[config.mk]
export PLATFORM = sky130hd
export DESIGN_NAME = motor_loop_config_regs
export DESIGN_NICKNAME = d
export VERILOG_FILES = /design/src/motor_loop_config_regs.v /design/src/speed_pulse_gen.v /design/src/stop_brake_timer.v
export VERILOG_INCLUDE_DIRS = /design/src /design/src/src
export SDC_FILE = /design/constraint.sdc
export NUM_CORES = 1
export LEC_CHECK = 0
export BUFFER_PORTS_ARGS = -buffer_cell sky130_fd_sc_hd__clkbuf_2
export CORE_UTILIZATION = 50
export DETAILED_ROUTE_END_ITERATION = 16
export PLACE_DENSITY = 0.8
export SETUP_SLACK_MARGIN = 0.3
export SYNTH_ARGS = -nofsm -noshare
export SYNTH_HDL_FRONTEND = slang
export SYNTH_SLANG_ARGS = --single-unit
[constraint.sdc]
create_clock -name i_core_clk -period 5.4 [get_ports i_core_clk]
set_input_delay 0.81 -clock i_core_clk [delete_from_list [all_inputs] [get_ports i_core_clk]]
set_output_delay 0.81 -clock i_core_clk [all_outputs]
set_load 0.01 [all_outputs]
[src/loop_cfg_defines.vh]
// register offsets, field positions and timing counts of the loop configuration bank
`ifndef LOOP_CFG_DEFINES_VH
`define LOOP_CFG_DEFINES_VH
`define LOOP_CFG_ONE_IDX 8'h89
`define LOOP_CFG_TWO_IDX 8'h8A
`define LOOP_CFG_ONE_ADDR 10'h224
`define LOOP_CFG_TWO_ADDR 10'h228
`define LOOP_CFG_ONE_RST 32'h0000_0000
`define LOOP_CFG_TWO_RST 32'h0000_0000
`define LOOP_CFG_ONE_MASK 32'h0000_7FFF
`define F_MOD_SEL 14
`define F_GATE_HI 13
`define F_GATE_LO 12
`define F_DIV_HI 11
`define F_DIV_LO 8
`define F_POLICY 7
`define F_EMF_HI 6
`define F_EMF_LO 4
`define F_SURGE 3
`define F_DTC 2
`define F_SPD_OFF 1
`define F_RECIRC_SUB 0
`define F_PARITY 31
`define F_STOP_HI 30
`define F_STOP_LO 28
`define F_BRK_HI 27
`define F_BRK_LO 24
`define F_SPIN_HI 23
`define F_SPIN_LO 20
`define F_BTHR_HI 19
`define F_BTHR_LO 16
`define F_RES_HI 15
`define F_RES_LO 8
`define F_IND_HI 7
`define F_IND_LO 0
`define STOP_HIZ 3'h0
`define STOP_RECIRC 3'h1
`define STOP_LS_BRAKE 3'h2
`define STOP_HS_BRAKE 3'h3
`define STOP_SPIN_DOWN 3'h4
`define STOP_ALIGN 3'h5
`define BRK_TIME_US_0 32'd100
`define BRK_TIME_US_2 32'd250
`define BRK_TIME_US_3 32'd500
`define BRK_TIME_US_4 32'd1000
`define BRK_TIME_US_5 32'd5000
`define BRK_TIME_US_6 32'd10000
`define BRK_TIME_US_7 32'd50000
`define BRK_TIME_US_8 32'd100000
`define BRK_TIME_US_9 32'd250000
`define BRK_TIME_US_A 32'd500000
`define BRK_TIME_US_B 32'd1000000
`define BRK_TIME_US_C 32'd2500000
`define BRK_TIME_US_D 32'd5000000
`define BRK_TIME_US_E 32'd10000000
`define BRK_TIME_US_F 32'd15000000
`define CLK_MHZ 32'd250
`define US_TICK_CYCLES 8'd250
`define SPIN_PCT_X10 {16'd25, 16'd50, 16'd100, 16'd150, 16'd200, 16'd250, 16'd300, \
    16'd350, 16'd400, 16'd450, 16'd500, 16'd600, 16'd700, 16'd800, 16'd900, 16'd1000}
`endif

[src/motor_loop_config_regs.v]
// loop configuration register bank with axi4-lite slave
// Behaviour
// - bit 14 selects continuous (0) or discontinuous (1) space vector modulation.
// - bits 13-12 gate speed pulse: both loops, closed only, open first try.
// - bits 11-8 divide speed pulse by one for 0 and 1, else by code.
// - bit 7 keeps pulse while driven (0) or until emf below threshold (1).
// - bits 6-4 pick emf threshold 1,2,5,10,20,30 mV; codes 6,7 unused.
// - bit 3 enables anti-surge.
// - bit 2 enables deadtime compensation.
// - bit 1 set turns the speed loop off.
// - bits 30-28 pick stop method among six; codes 6,7 unused.
// - recirculation in align or open loop becomes hi-z or low-side brake per bit 0.
// - bits 27-24 pick brake time from 0.1 ms up to 15000 ms.
// - second register at 8Ah resets zero, bit 31 parity, all fields read-write.
// - bits 23-20 pick spin-down threshold from 100% down to 2.5%.
// - bits 19-16 set brake speed threshold percentage.
`include "loop_cfg_defines.vh"
module motor_loop_config_regs (
    input wire i_core_clk, // core clock 250 MHz
    input wire i_srst, // synchronous reset, high
    input wire [9:0] i_awaddr, // write address
    input wire i_awvalid, // write address valid
    output reg o_awready, // write address ready
    input wire [31:0] i_wdata, // write data
    input wire [3:0] i_wstrb, // write byte enables
    input wire i_wvalid, // write data valid
    output reg o_wready, // write data ready
    output reg [1:0] o_bresp, // write response
    output reg o_bvalid, // write response valid
    input wire i_bready, // write response ready
    input wire [9:0] i_araddr, // read address
    input wire i_arvalid, // read address valid
    output reg o_arready, // read address ready
    output reg [31:0] o_rdata, // read data
    output reg [1:0] o_rresp, // read response
    output reg o_rvalid, // read data valid
    input wire i_rready, // read data ready
    input wire i_raw_pulse, // commutation pulse
    input wire i_closed_loop, // closed loop state
    input wire i_open_loop, // open loop state
    input wire i_align, // align state
    input wire i_first_try, // first start attempt
    input wire i_driven, // motor driven
    input wire [15:0] i_emf_uv, // back-emf magnitude, microvolts
    input wire i_stop_req, // stop start pulse
    input wire [15:0] i_speed_pct_x10, // speed in 0.1% of max
    output reg o_speed_pulse_out, // gated divided speed pulse
    output reg o_mod_discontinuous, // discontinuous modulation
    output reg o_anti_surge_enable, // anti-surge on
    output reg o_deadtime_comp_en, // deadtime compensation on
    output reg o_speed_loop_on, // speed loop running
    output reg [2:0] o_stop_mode, // effective stop method
    output reg o_braking, // brake window active
    output reg o_spin_down_below, // speed below spin-down limit
    output reg o_brake_speed_below, // speed below brake threshold
    output reg [15:0] o_emf_thr_uv, // emf threshold microvolts
    output reg [7:0] o_winding_resistance_param, // resistance parameter
    output reg [7:0] o_winding_inductance_param // inductance parameter
);
    reg [31:0] loop_config_one_r;
    reg [31:0] loop_config_two_r;
    reg [9:0] aw_addr_r;
    reg aw_have_r;
    reg [31:0] w_data_r;
    reg [3:0] w_strb_r;
    reg w_have_r;
    reg [15:0] emf_thr;
    reg [15:0] spin_lim;
    reg [15:0] brk_lim;
    wire [255:0] pct_table = `SPIN_PCT_X10;
    wire pulse_w;
    wire [2:0] stop_w;
    wire braking_w;
    wire [31:0] wmask;
    wire do_write = aw_have_r && w_have_r && !o_bvalid;
    genvar g;
    generate
        for (g = 0; g < 4; g = g + 1) begin : lane
            assign wmask[g*8+7:g*8] = {8{w_strb_r[g]}};
        end
    endgenerate

    // emf threshold lookup; unused codes hold the largest threshold
    always @* begin
        case (loop_config_one_r[`F_EMF_HI:`F_EMF_LO])
            3'h0: emf_thr = 16'd1000;
            3'h1: emf_thr = 16'd2000;
            3'h2: emf_thr = 16'd5000;
            3'h3: emf_thr = 16'd10000;
            3'h4: emf_thr = 16'd20000;
            default: emf_thr = 16'd30000;
        endcase
        // largest percentage sits in the low word, so the code indexes words directly
        spin_lim = pct_table[{loop_config_two_r[`F_SPIN_HI:`F_SPIN_LO], 4'h0} +: 16];
        brk_lim = pct_table[{loop_config_two_r[`F_BTHR_HI:`F_BTHR_LO], 4'h0} +: 16];
    end

    speed_pulse_gen u_pulse (
        .i_core_clk(i_core_clk),
        .i_srst(i_srst),
        .i_raw_pulse(i_raw_pulse),
        .i_divider(loop_config_one_r[`F_DIV_HI:`F_DIV_LO]),
        .i_gating(loop_config_one_r[`F_GATE_HI:`F_GATE_LO]),
        .i_policy(loop_config_one_r[`F_POLICY]),
        .i_closed_loop(i_closed_loop),
        .i_open_loop(i_open_loop),
        .i_first_try(i_first_try),
        .i_driven(i_driven),
        .i_emf_above(i_emf_uv >= emf_thr),
        .o_pulse(pulse_w)
    );

    stop_brake_timer u_stop (
        .i_core_clk(i_core_clk),
        .i_srst(i_srst),
        .i_stop_sel(loop_config_two_r[`F_STOP_HI:`F_STOP_LO]),
        .i_recirc_sub(loop_config_one_r[`F_RECIRC_SUB]),
        .i_slow_state(i_align | i_open_loop),
        .i_brake_code(loop_config_two_r[`F_BRK_HI:`F_BRK_LO]),
        .i_stop_req(i_stop_req),
        .o_stop_mode(stop_w),
        .o_braking(braking_w)
    );

    always @(posedge i_core_clk) begin
        if (i_srst) begin
            o_awready <= 1'b0;
            o_wready <= 1'b0;
            aw_have_r <= 1'b0;
            w_have_r <= 1'b0;
            aw_addr_r <= 10'h000;
            w_data_r <= 32'h0000_0000;
            w_strb_r <= 4'h0;
            o_bvalid <= 1'b0;
            o_bresp <= 2'b00;
            loop_config_one_r <= `LOOP_CFG_ONE_RST;
            loop_config_two_r <= `LOOP_CFG_TWO_RST;
        end else begin
            o_awready <= !aw_have_r && !(i_awvalid && o_awready);
            o_wready <= !w_have_r && !(i_wvalid && o_wready);
            if (i_awvalid && o_awready) begin
                aw_have_r <= 1'b1;
                aw_addr_r <= i_awaddr;
            end
            if (i_wvalid && o_wready) begin
                w_have_r <= 1'b1;
                w_data_r <= i_wdata;
                w_strb_r <= i_wstrb;
            end
            if (do_write) begin
                aw_have_r <= 1'b0;
                w_have_r <= 1'b0;
                o_bvalid <= 1'b1;
                o_bresp <= 2'b00;
                if ({aw_addr_r[9:2], 2'b00} == `LOOP_CFG_ONE_ADDR) begin
                    loop_config_one_r <= ((loop_config_one_r & ~wmask) | (w_data_r & wmask))
                        & `LOOP_CFG_ONE_MASK;
                end else if ({aw_addr_r[9:2], 2'b00} == `LOOP_CFG_TWO_ADDR) begin
                    loop_config_two_r <= (loop_config_two_r & ~wmask) | (w_data_r & wmask);
                end else begin
                    o_bresp <= 2'b10;
                end
            end else if (o_bvalid && i_bready) begin
                o_bvalid <= 1'b0;
            end
        end
    end

    always @(posedge i_core_clk) begin
        if (i_srst) begin
            o_arready <= 1'b0;
            o_rvalid <= 1'b0;
            o_rdata <= 32'h0000_0000;
            o_rresp <= 2'b00;
        end else begin
            o_arready <= !o_rvalid && !(i_arvalid && o_arready);
            if (i_arvalid && o_arready) begin
                o_rvalid <= 1'b1;
                o_rresp <= 2'b00;
                if ({i_araddr[9:2], 2'b00} == `LOOP_CFG_ONE_ADDR) begin
                    o_rdata <= loop_config_one_r;
                end else if ({i_araddr[9:2], 2'b00} == `LOOP_CFG_TWO_ADDR) begin
                    o_rdata <= loop_config_two_r;
                end else begin
                    o_rdata <= 32'h0000_0000;
                    o_rresp <= 2'b10;
                end
            end else if (o_rvalid && i_rready) begin
                o_rvalid <= 1'b0;
            end
        end
    end

    // outputs registered once more so every top port comes from a flop
    always @(posedge i_core_clk) begin
        if (i_srst) begin
            o_speed_pulse_out <= 1'b0;
            o_mod_discontinuous <= 1'b0;
            o_anti_surge_enable <= 1'b0;
            o_deadtime_comp_en <= 1'b0;
            o_speed_loop_on <= 1'b1;
            o_stop_mode <= `STOP_HIZ;
            o_braking <= 1'b0;
            o_spin_down_below <= 1'b0;
            o_brake_speed_below <= 1'b0;
            o_emf_thr_uv <= 16'd1000;
            o_winding_resistance_param <= 8'h00;
            o_winding_inductance_param <= 8'h00;
        end else begin
            o_speed_pulse_out <= pulse_w;
            o_mod_discontinuous <= loop_config_one_r[`F_MOD_SEL];
            o_anti_surge_enable <= loop_config_one_r[`F_SURGE];
            o_deadtime_comp_en <= loop_config_one_r[`F_DTC];
            o_speed_loop_on <= !loop_config_one_r[`F_SPD_OFF];
            o_stop_mode <= stop_w;
            o_braking <= braking_w;
            o_spin_down_below <= i_speed_pct_x10 < spin_lim;
            o_brake_speed_below <= i_speed_pct_x10 < brk_lim;
            o_emf_thr_uv <= emf_thr;
            o_winding_resistance_param <= loop_config_two_r[`F_RES_HI:`F_RES_LO];
            o_winding_inductance_param <= loop_config_two_r[`F_IND_HI:`F_IND_LO];
        end
    end
endmodule

[src/speed_pulse_gen.v]
// speed pulse divider and output gating
`include "loop_cfg_defines.vh"
module speed_pulse_gen (
    input wire i_core_clk, // core clock
    input wire i_srst, // synchronous reset
    input wire i_raw_pulse, // one-cycle commutation pulse
    input wire [3:0] i_divider, // divider code
    input wire [1:0] i_gating, // gating code
    input wire i_policy, // active policy
    input wire i_closed_loop, // motor in closed loop
    input wire i_open_loop, // motor in open loop
    input wire i_first_try, // first start attempt
    input wire i_driven, // motor driven
    input wire i_emf_above, // emf above threshold
    output reg o_pulse // divided gated output
);
    reg [3:0] cnt_r;
    reg allow;
    wire [3:0] div_eff = (i_divider < 4'h2) ? 4'h1 : i_divider;
    always @* begin
        case (i_gating)
            2'h0: allow = i_closed_loop | i_open_loop;
            2'h1: allow = i_closed_loop;
            2'h2: allow = i_closed_loop | (i_open_loop & i_first_try);
            default: allow = 1'b0;
        endcase
        if (i_policy ? !i_emf_above : !i_driven) begin
            allow = 1'b0;
        end
    end
    always @(posedge i_core_clk) begin
        if (i_srst) begin
            cnt_r <= 4'h0;
            o_pulse <= 1'b0;
        end else if (!allow) begin
            cnt_r <= 4'h0;
            o_pulse <= 1'b0;
        end else if (i_raw_pulse) begin
            if (cnt_r + 4'h1 >= div_eff) begin
                cnt_r <= 4'h0;
                o_pulse <= ~o_pulse;
            end else begin
                cnt_r <= cnt_r + 4'h1;
            end
        end
    end
endmodule

[src/stop_brake_timer.v]
// stop method resolution and brake duration timer
`include "loop_cfg_defines.vh"
module stop_brake_timer (
    input wire i_core_clk, // core clock
    input wire i_srst, // synchronous reset
    input wire [2:0] i_stop_sel, // stop method code
    input wire i_recirc_sub, // substitute choice
    input wire i_slow_state, // align or open loop
    input wire [3:0] i_brake_code, // brake duration code
    input wire i_stop_req, // one-cycle stop start
    output reg [2:0] o_stop_mode, // effective method
    output reg o_braking // brake window active
);
    reg [31:0] us_left_r;
    reg [7:0] tick_r;
    reg [31:0] dur_us;
    reg [2:0] mode;
    always @* begin
        case (i_brake_code)
            4'h2: dur_us = `BRK_TIME_US_2;
            4'h3: dur_us = `BRK_TIME_US_3;
            4'h4: dur_us = `BRK_TIME_US_4;
            4'h5: dur_us = `BRK_TIME_US_5;
            4'h6: dur_us = `BRK_TIME_US_6;
            4'h7: dur_us = `BRK_TIME_US_7;
            4'h8: dur_us = `BRK_TIME_US_8;
            4'h9: dur_us = `BRK_TIME_US_9;
            4'hA: dur_us = `BRK_TIME_US_A;
            4'hB: dur_us = `BRK_TIME_US_B;
            4'hC: dur_us = `BRK_TIME_US_C;
            4'hD: dur_us = `BRK_TIME_US_D;
            4'hE: dur_us = `BRK_TIME_US_E;
            4'hF: dur_us = `BRK_TIME_US_F;
            default: dur_us = `BRK_TIME_US_0;
        endcase
        mode = (i_stop_sel > `STOP_ALIGN) ? `STOP_HIZ : i_stop_sel;
        if (mode == `STOP_RECIRC && i_slow_state) begin
            mode = i_recirc_sub ? `STOP_LS_BRAKE : `STOP_HIZ;
        end
    end
    always @(posedge i_core_clk) begin
        if (i_srst) begin
            us_left_r <= 32'h0000_0000;
            tick_r <= 8'h00;
            o_braking <= 1'b0;
            o_stop_mode <= `STOP_HIZ;
        end else begin
            o_stop_mode <= mode;
            if (i_stop_req) begin
                us_left_r <= dur_us;
                tick_r <= 8'h00;
                o_braking <= 1'b1;
            end else if (o_braking) begin
                if (tick_r == `US_TICK_CYCLES - 8'd1) begin
                    tick_r <= 8'h00;
                    if (us_left_r == 32'h0000_0001) begin
                        o_braking <= 1'b0;
                    end
                    us_left_r <= us_left_r - 32'h0000_0001;
                end else begin
                    tick_r <= tick_r + 8'h01;
                end
            end
        end
    end
endmodule

==> impl_metrics.py, run 1 <==
metrics = {
    "synth": {
        "synth_fa_ha_area_share_pct": 6.61,
        "synth_seq_cells": 243,
        "synth_xor_area_share_pct": 2.56,
        "synth_common_cells": "dfxtp_1 (243), nand2_1 (166), nor2_1 (125)",
        "synth_cell_types": 71,
        "ys_warn_count": 0,
        "synthMuxAreaShare_pct": 2.82,
        "syn-cell-area_um2": 10600,
        "syn_area_per_cell_um2": 8.66,
        "synth_top_family_by_area": "simple AND/OR/NAND/NOR gates",
        "synth.top_cell.area_share_pct": 45.9,
        "synth_area_leader_cell": "dfxtp_1",
        "async_flop_share_pct": 0,
        "ys.flop_type": "dfxtp_1",
        "synth_area_leaders": "dfxtp_1 (46%), ha_1 (6.6%), nand2_1 (5.9%), a21oi_1 (5.2%), nor2_1 (4.4%)",
        "synth_compound_area_share_pct": 15.9,
        "synth-seq-area-share_pct": 45.9,
        "syn-instance-count": 1223,
        "yosysMostFrequentCell": "dfxtp_1",
        "synth-simple-area-share_pct": 21.9,
        "synth_edf_count": 0,
    },
    "timing": {
        "tns_ns": 0,
        "finalCriticalPeriod_ns": 3.50,
        "drv_slew": 0,
        "fin_crit_sh_pct": 64.7,
        "holdWs_ns": 0.428,
        "hold_viol": 0,
        "max_slew_margin_pct": 27.5,
        "fmax_mhz": 286,
        "rsz0062_at_grt": "false",
        "worst_pin_slew_ns": 1.08,
        "setup_viol": 0,
        "clock_skew_ns": 0.0212,
    },
    "run": {
        "drv_cap": 0,
    },
    "clock_tree": {
        "cts_tree": "yes",
        "cts-root-buf": "clkbuf_16",
        "ctsResizeCount": 0,
        "clk_latency_ns": 0.53,
        "cts_max_level": 1,
        "cts_setup_buffers": 0,
        "cts_buffers": 25,
        "cts.clk_slew.worst_paths_ns": 0.06,
        "cts_buffer_depth": 3,
        "hold_buffers": 0,
        "cts_sinks": 243,
    },
    "global_route": {
        "grt_pass1_wl_um": 42700,
        "grt.total_usage_pct": 24.1,
        "grt_pass1_vias": 8549,
        "antenna_found_initial": 1,
        "grt_overflow": 0,
        "grt_start_max_net_pins": 101,
    },
    "run_status": {
        "outcome": "finished clean",
    },
    "die": {
        "die_h_um": 148,
        "pin_count": 186,
        "die_w_um": 148,
        "core-area_um2": 20500,
        "rows": 52,
        "dieArea_um2": 21800,
        "start_util_pct": 51.7,
    },
    "power": {
        "p_total_mw": 3.74,
        "power_leakage_nw": 5.14,
        "peakVddDrop_mv": 0.266,
        "power_density_nw_per_um2": 302,
    },
    "worst_setup_path": {
        "cp.arrival_ns": 3.90,
        "critPathKind": "reg2reg",
        "required_ns": 5.80,
        "crit_fanout": 9,
        "start_kind": "register",
        "end_kind": "register",
        "crit_path_cell_trace": "or4b_1 > or4_4 > mux2i_2 > nor2_1 > inv_1 > ha_1 > inv_1 > nor2_1 > o32a_1",
        "crit_slowest_cell": "or4b_1",
        "critPathMaxStageDelay_ns": 0.66,
    },
    "placed_design": {
        "dpl.hpwl_um": 18300,
        "port_buffers": 175,
        "place_congestion": 0.863,
        "placed_cells": 1606,
    },
    "cells_and_area": {
        "nFillCells": 1794,
        "nets": 1521,
        "drive_above_1_share_pct": 17.7,
        "fin_cells": 1648,
        "area.growth.synth_to_final_pct": 17.0,
    },
    "detailed_routing": {
        "drtIter0Drc": 637,
        "finalWirelength_um": 26500,
        "wl_per_cell_um": 16.1,
        "dr.pass1.iters": 5,
        "drc_errors": 0,
        "drtAntennaViolNets": 0,
        "avgViaCountPerCell": 5.55,
        "vias": 9144,
    },
    "min_path": {
        "hp-class": "reg2reg",
    },
}
## cell families (layout without fill, tap and decap cells)
family / after synthesis / after routing
muxes: 29 / 29
adders and majority gates: 56 / 56
DFF: 243 / 243
AOI/OAI and AO/OA: 264 / 264
other: 1 / 7
buffers and inverters: 109 / 258
and+or+nand+nor: 490 / 490
xor gates and xnor gates: 31 / 31
## cell type report
cell class,count,area [um2],share of cell area [%]
Inverter,32,123,0.989
Tap cell,270,338,2.72
Multi-Input combinational cell,876,5320,42.9
Timing Repair Buffer,185,957,7.72
Clock inverter,10,121,0.979
Antenna cell,1,2.50,0.0202
Clock buffer,31,678,5.47
Sequential cell,243,4860,39.2
## path summary, 6_finish.rpt
check | from | to | slack (ns) | cells after the start
worst min-delay path | register | o_speed_loop_on | 0.43 | 1
worst max-delay path | aw_addr_r[4] | u_stop.dur_us[8] | 1.90 | 9
worst min register to register | register | o_speed_loop_on | 0.43 | 1
worst max register to register | aw_addr_r[4] | u_stop.dur_us[8] | 1.90 | 9
## metal layers
layer  global-route usage (%)  wire (um)  vias to the layer above
met5                        0          0                        -
met4                     8.66        864                        0
met3                     3.80       1590                       58
met2                     40.0      12400                      253
met1                     31.7      11600                     4276
li1                         -          -                     4557
## power by group
group / switching [mW] / internal [mW] / leakage, nW
registers: 0.0261 / 1.82 / 1.97
logic: 0.127 / 0.0771 / 2.78
clock network: 0.701 / 0.986 / 0.395
## critical path, delay by kind of cell, from the launching register on
kind / cells / cell delay (ns)
AO/OA/AOI/OAI: 1 / 0.33
flip-flops: 1 / 0.31
multiplexers: 1 / 0.23
AND/OR/NAND/NOR: 4 / 1.87
adder cells (fa/ha/maj): 1 / 0.28
buffers and inverters: 2 / 0.35
## cell usage in the layout, fill, tap and decap left out, types with 10 or more instances in the layout
master / count
dfxtp_1: 243
xor2_1: 14
buf_4: 10
clkbuf_2: 174
a22oi_1: 32
nand3b_1: 10
nor2_1: 125
xnor2_1: 17
nand2_1: 165
clkbuf_16: 25
o31ai_1: 13
mux2i_1: 27
or4_1: 12
nor3_1: 38
a21o_1: 16
inv_1: 28
nor2b_1: 33
nand2b_1: 10
o21ai_0: 29
nand3_1: 45
a21oi_1: 110
ha_1: 56
a211oi_1: 19
## per-stage QoR
| stage | instance area, um2 | util, % | setup slack (ns) |
|---|---|---|---|
| 5_1_grt | 12400 | 60.5 | 1.75 |
| 2_1_floorplan | 10600 | - | 2.35 |
| 6_report | 12400 | 60.5 | 1.90 |
| 4_1_cts | 12400 | 60.5 | 1.93 |
| 3_5_place_dp | 11600 | 56.6 | 1.94 |
| 3_3_place_gp | 11600 | 56.6 | 1.92 |
Power figures use the tool's default switching activity.
==> run 2: changes to the inputs <==
--- a/config.mk
+++ b/config.mk
@@ -9,7 +9,7 @@
 export BUFFER_PORTS_ARGS = -buffer_cell sky130_fd_sc_hd__clkbuf_2
 export CORE_UTILIZATION = 50
 export DETAILED_ROUTE_END_ITERATION = 16
-export PLACE_DENSITY = 0.8
+export PLACE_DENSITY = 0.82
 export SETUP_SLACK_MARGIN = 0.3
 export SYNTH_ARGS = -nofsm -noshare
 export SYNTH_HDL_FRONTEND = slang
==> constraint.sdc (replaced) <==
create_clock -name i_core_clk -period 3.1 [get_ports i_core_clk]
set_input_delay 0.465 -clock i_core_clk [delete_from_list [all_inputs] [get_ports i_core_clk]]
set_output_delay 0.465 -clock i_core_clk [all_outputs]
set_load 0.01 [all_outputs]
==> impl_metrics.py, run 2 (same netlist as run 1, synthesis figures left out) <==
metrics = {
    "global_route": {
        "grt_overflow": 0,
        "grt.total_usage_pct": 24.2,
        "antenna_found_initial": 0,
        "grt_pass1_wl_um": 42700,
        "grt_pass1_vias": 8634,
        "grt_start_max_net_pins": 127,
    },
    "timing": {
        "hold_viol": 0,
        "worst_pin_slew_ns": 1.01,
        "rsz0062_at_grt": "false",
        "fmax_mhz": 368,
        "max_slew_margin_pct": 32.3,
        "setup_viol": 0,
        "finalCriticalPeriod_ns": 2.72,
        "clock_skew_ns": 0.0375,
        "tns_ns": 0,
        "drv_slew": 0,
        "holdWs_ns": 0.140,
        "fin_crit_sh_pct": 87.7,
    },
    "worst_setup_path": {
        "crit_path_cell_trace": "or4b_4 > or4_4 > mux2_4 > nand2_8 > inv_4 > ha_2 > inv_2 > nor2_1 > o32a_1",
        "critPathMaxStageDelay_ns": 0.56,
        "crit_fanout": 8,
        "critPathKind": "reg2reg",
        "cp.arrival_ns": 3.12,
        "start_kind": "register",
        "end_kind": "register",
        "crit_slowest_cell": "or4_4",
        "required_ns": 3.50,
        "cp.depth": 9,
        "path_delay_family": "simple AND/OR/NAND/NOR gates",
        "rr_worst_depth": 9,
        "cp.buffers_inverters": 2,
    },
    "clock_tree": {
        "cts_max_level": 1,
        "cts_sinks": 243,
        "clk_latency_ns": 0.54,
        "cts_tree": "yes",
        "cts.clk_slew.worst_paths_ns": 0.06,
        "cts_buffer_depth": 3,
        "cts-root-buf": "clkbuf_16",
        "cts_buffers": 26,
        "hold_buffers": 0,
    },
    "placed_design": {
        "place_congestion": 0.860,
        "port_buffers": 175,
        "dpl.hpwl_um": 18700,
    },
    "cells_and_area": {
        "nets": 1534,
        "final_util_pct": 61.3,
        "layout_common_cells": "dfxtp_1 (243), clkbuf_2 (174), nand2_1 (165), nor2_1 (124), a21oi_1 (110)",
        "nFillCells": 1746,
        "area.growth.synth_to_final_pct": 18.6,
        "diodes": 0,
        "final_common_cell": "dfxtp_1",
        "drive_above_1_share_pct": 19.1,
    },
    "die": {
        "die_w_um": 148,
        "pin_count": 186,
        "core-area_um2": 20500,
        "dieArea_um2": 21800,
        "die_h_um": 148,
        "start_util_pct": 51.7,
        "rows": 52,
    },
    "run": {
        "drv_cap": 0,
    },
    "run_status": {
        "outcome": "finished clean",
    },
    "detailed_routing": {
        "drtIter0Drc": 617,
        "wl_met1_um": 11600,
        "dr.pass1.iters": 5,
        "met3_length_um": 1500,
        "drc_errors": 0,
        "top_layer_used": "met4",
        "wl_per_cell_um": 16.2,
        "avgViaCountPerCell": 5.58,
        "finalWirelength_um": 26900,
        "drtAntennaViolNets": 0,
        "vias": 9284,
        "dr_wl_met2_um": 12900,
    },
    "power": {
        "power_leakage_nw": 5.23,
        "peakVddDrop_mv": 0.459,
        "power_density_nw_per_um2": 527,
    },
    "min_path": {
        "hp-class": "in2reg",
        "hold_depth": 3,
    },
}
==> run 2: changes by cell type in the layout (fill, tap and decap cells not counted), moves of 2 or more <==
| cell | change |
|---|---|
| buf_4 | +11 |
| inv_2 | +2 |
| clkinv_2 | +4 |
| inv_1 | -2 |
==> run 2: timing repair <==
item | in CTS | in global routing
endpoints found under the setup margin | 1 | 1
buffers inserted | 2 | 0
cloned | 0 | 0
pin swaps | 1 | 1
endpoints found under the hold margin | 0 | 0
resized for setup | 3 | 0
==> run 2: area by class of cell <==
type | count | area (um2) | area share, %
multi-input combinational | 876 | 5340 | 42.5
sequential | 243 | 4860 | 38.7
timing repair buffer | 197 | 1060 | 8.43
clock buffer | 33 | 707 | 5.62
tap | 270 | 338 | 2.69
clock inverter | 14 | 139 | 1.10
inverter | 32 | 123 | 0.976
==> run 2: where the power goes <==
group          total [mW]  switching [mW]  internal, mW
sequential           3.22          0.0442          3.17
clock                3.05            1.26          1.79
combinational       0.366           0.227         0.139
total                6.63            1.53          5.10
==> run 2: per-stage QoR <==
| stage | worst slack [ns] | instances | power, mW | cell area (um2) |
|---|---|---|---|---|
| floorplan | 0.301 | 1228 | 3.50 | 10600 |
| global placement | 0.272 | 1616 | 3.64 | 11700 |
| detailed placement | 0.240 | 1616 | 3.65 | 11700 |
| CTS | 0.323 | 1665 | 6.69 | 12600 |
| global route | 0.308 | 1665 | 6.88 | 12600 |
| finish | 0.382 | 1665 | 6.63 | 12600 |
==> run 2: worst paths after layout <==
kind,start,endpoint,slack (ns)
setup / recovery,aw_addr_r[4],u_stop.dur_us[8],0.38
hold / removal,i_wstrb[0],w_strb_r[0],0.14
setup reg to reg,aw_addr_r[4],u_stop.dur_us[8],0.38
hold reg to reg,register,o_speed_loop_on,0.45
==> run 2: tightest hold or removal path: cells and delay by family <==
kind                   cells  cell delay [ns]
AOI/OAI and AO/OA          1             0.05
and+or+nand+nor            1             0.04
buffers and inverters      1             0.08
==> run 2: metal layers <==
layer  vias to the layer above  global-route usage, %
met1                      4389                   30.7
met3                        54                   3.83
met4                         0                   9.38
li1                       4568                      -
met5                         -                      0
met2                       273                   41.1
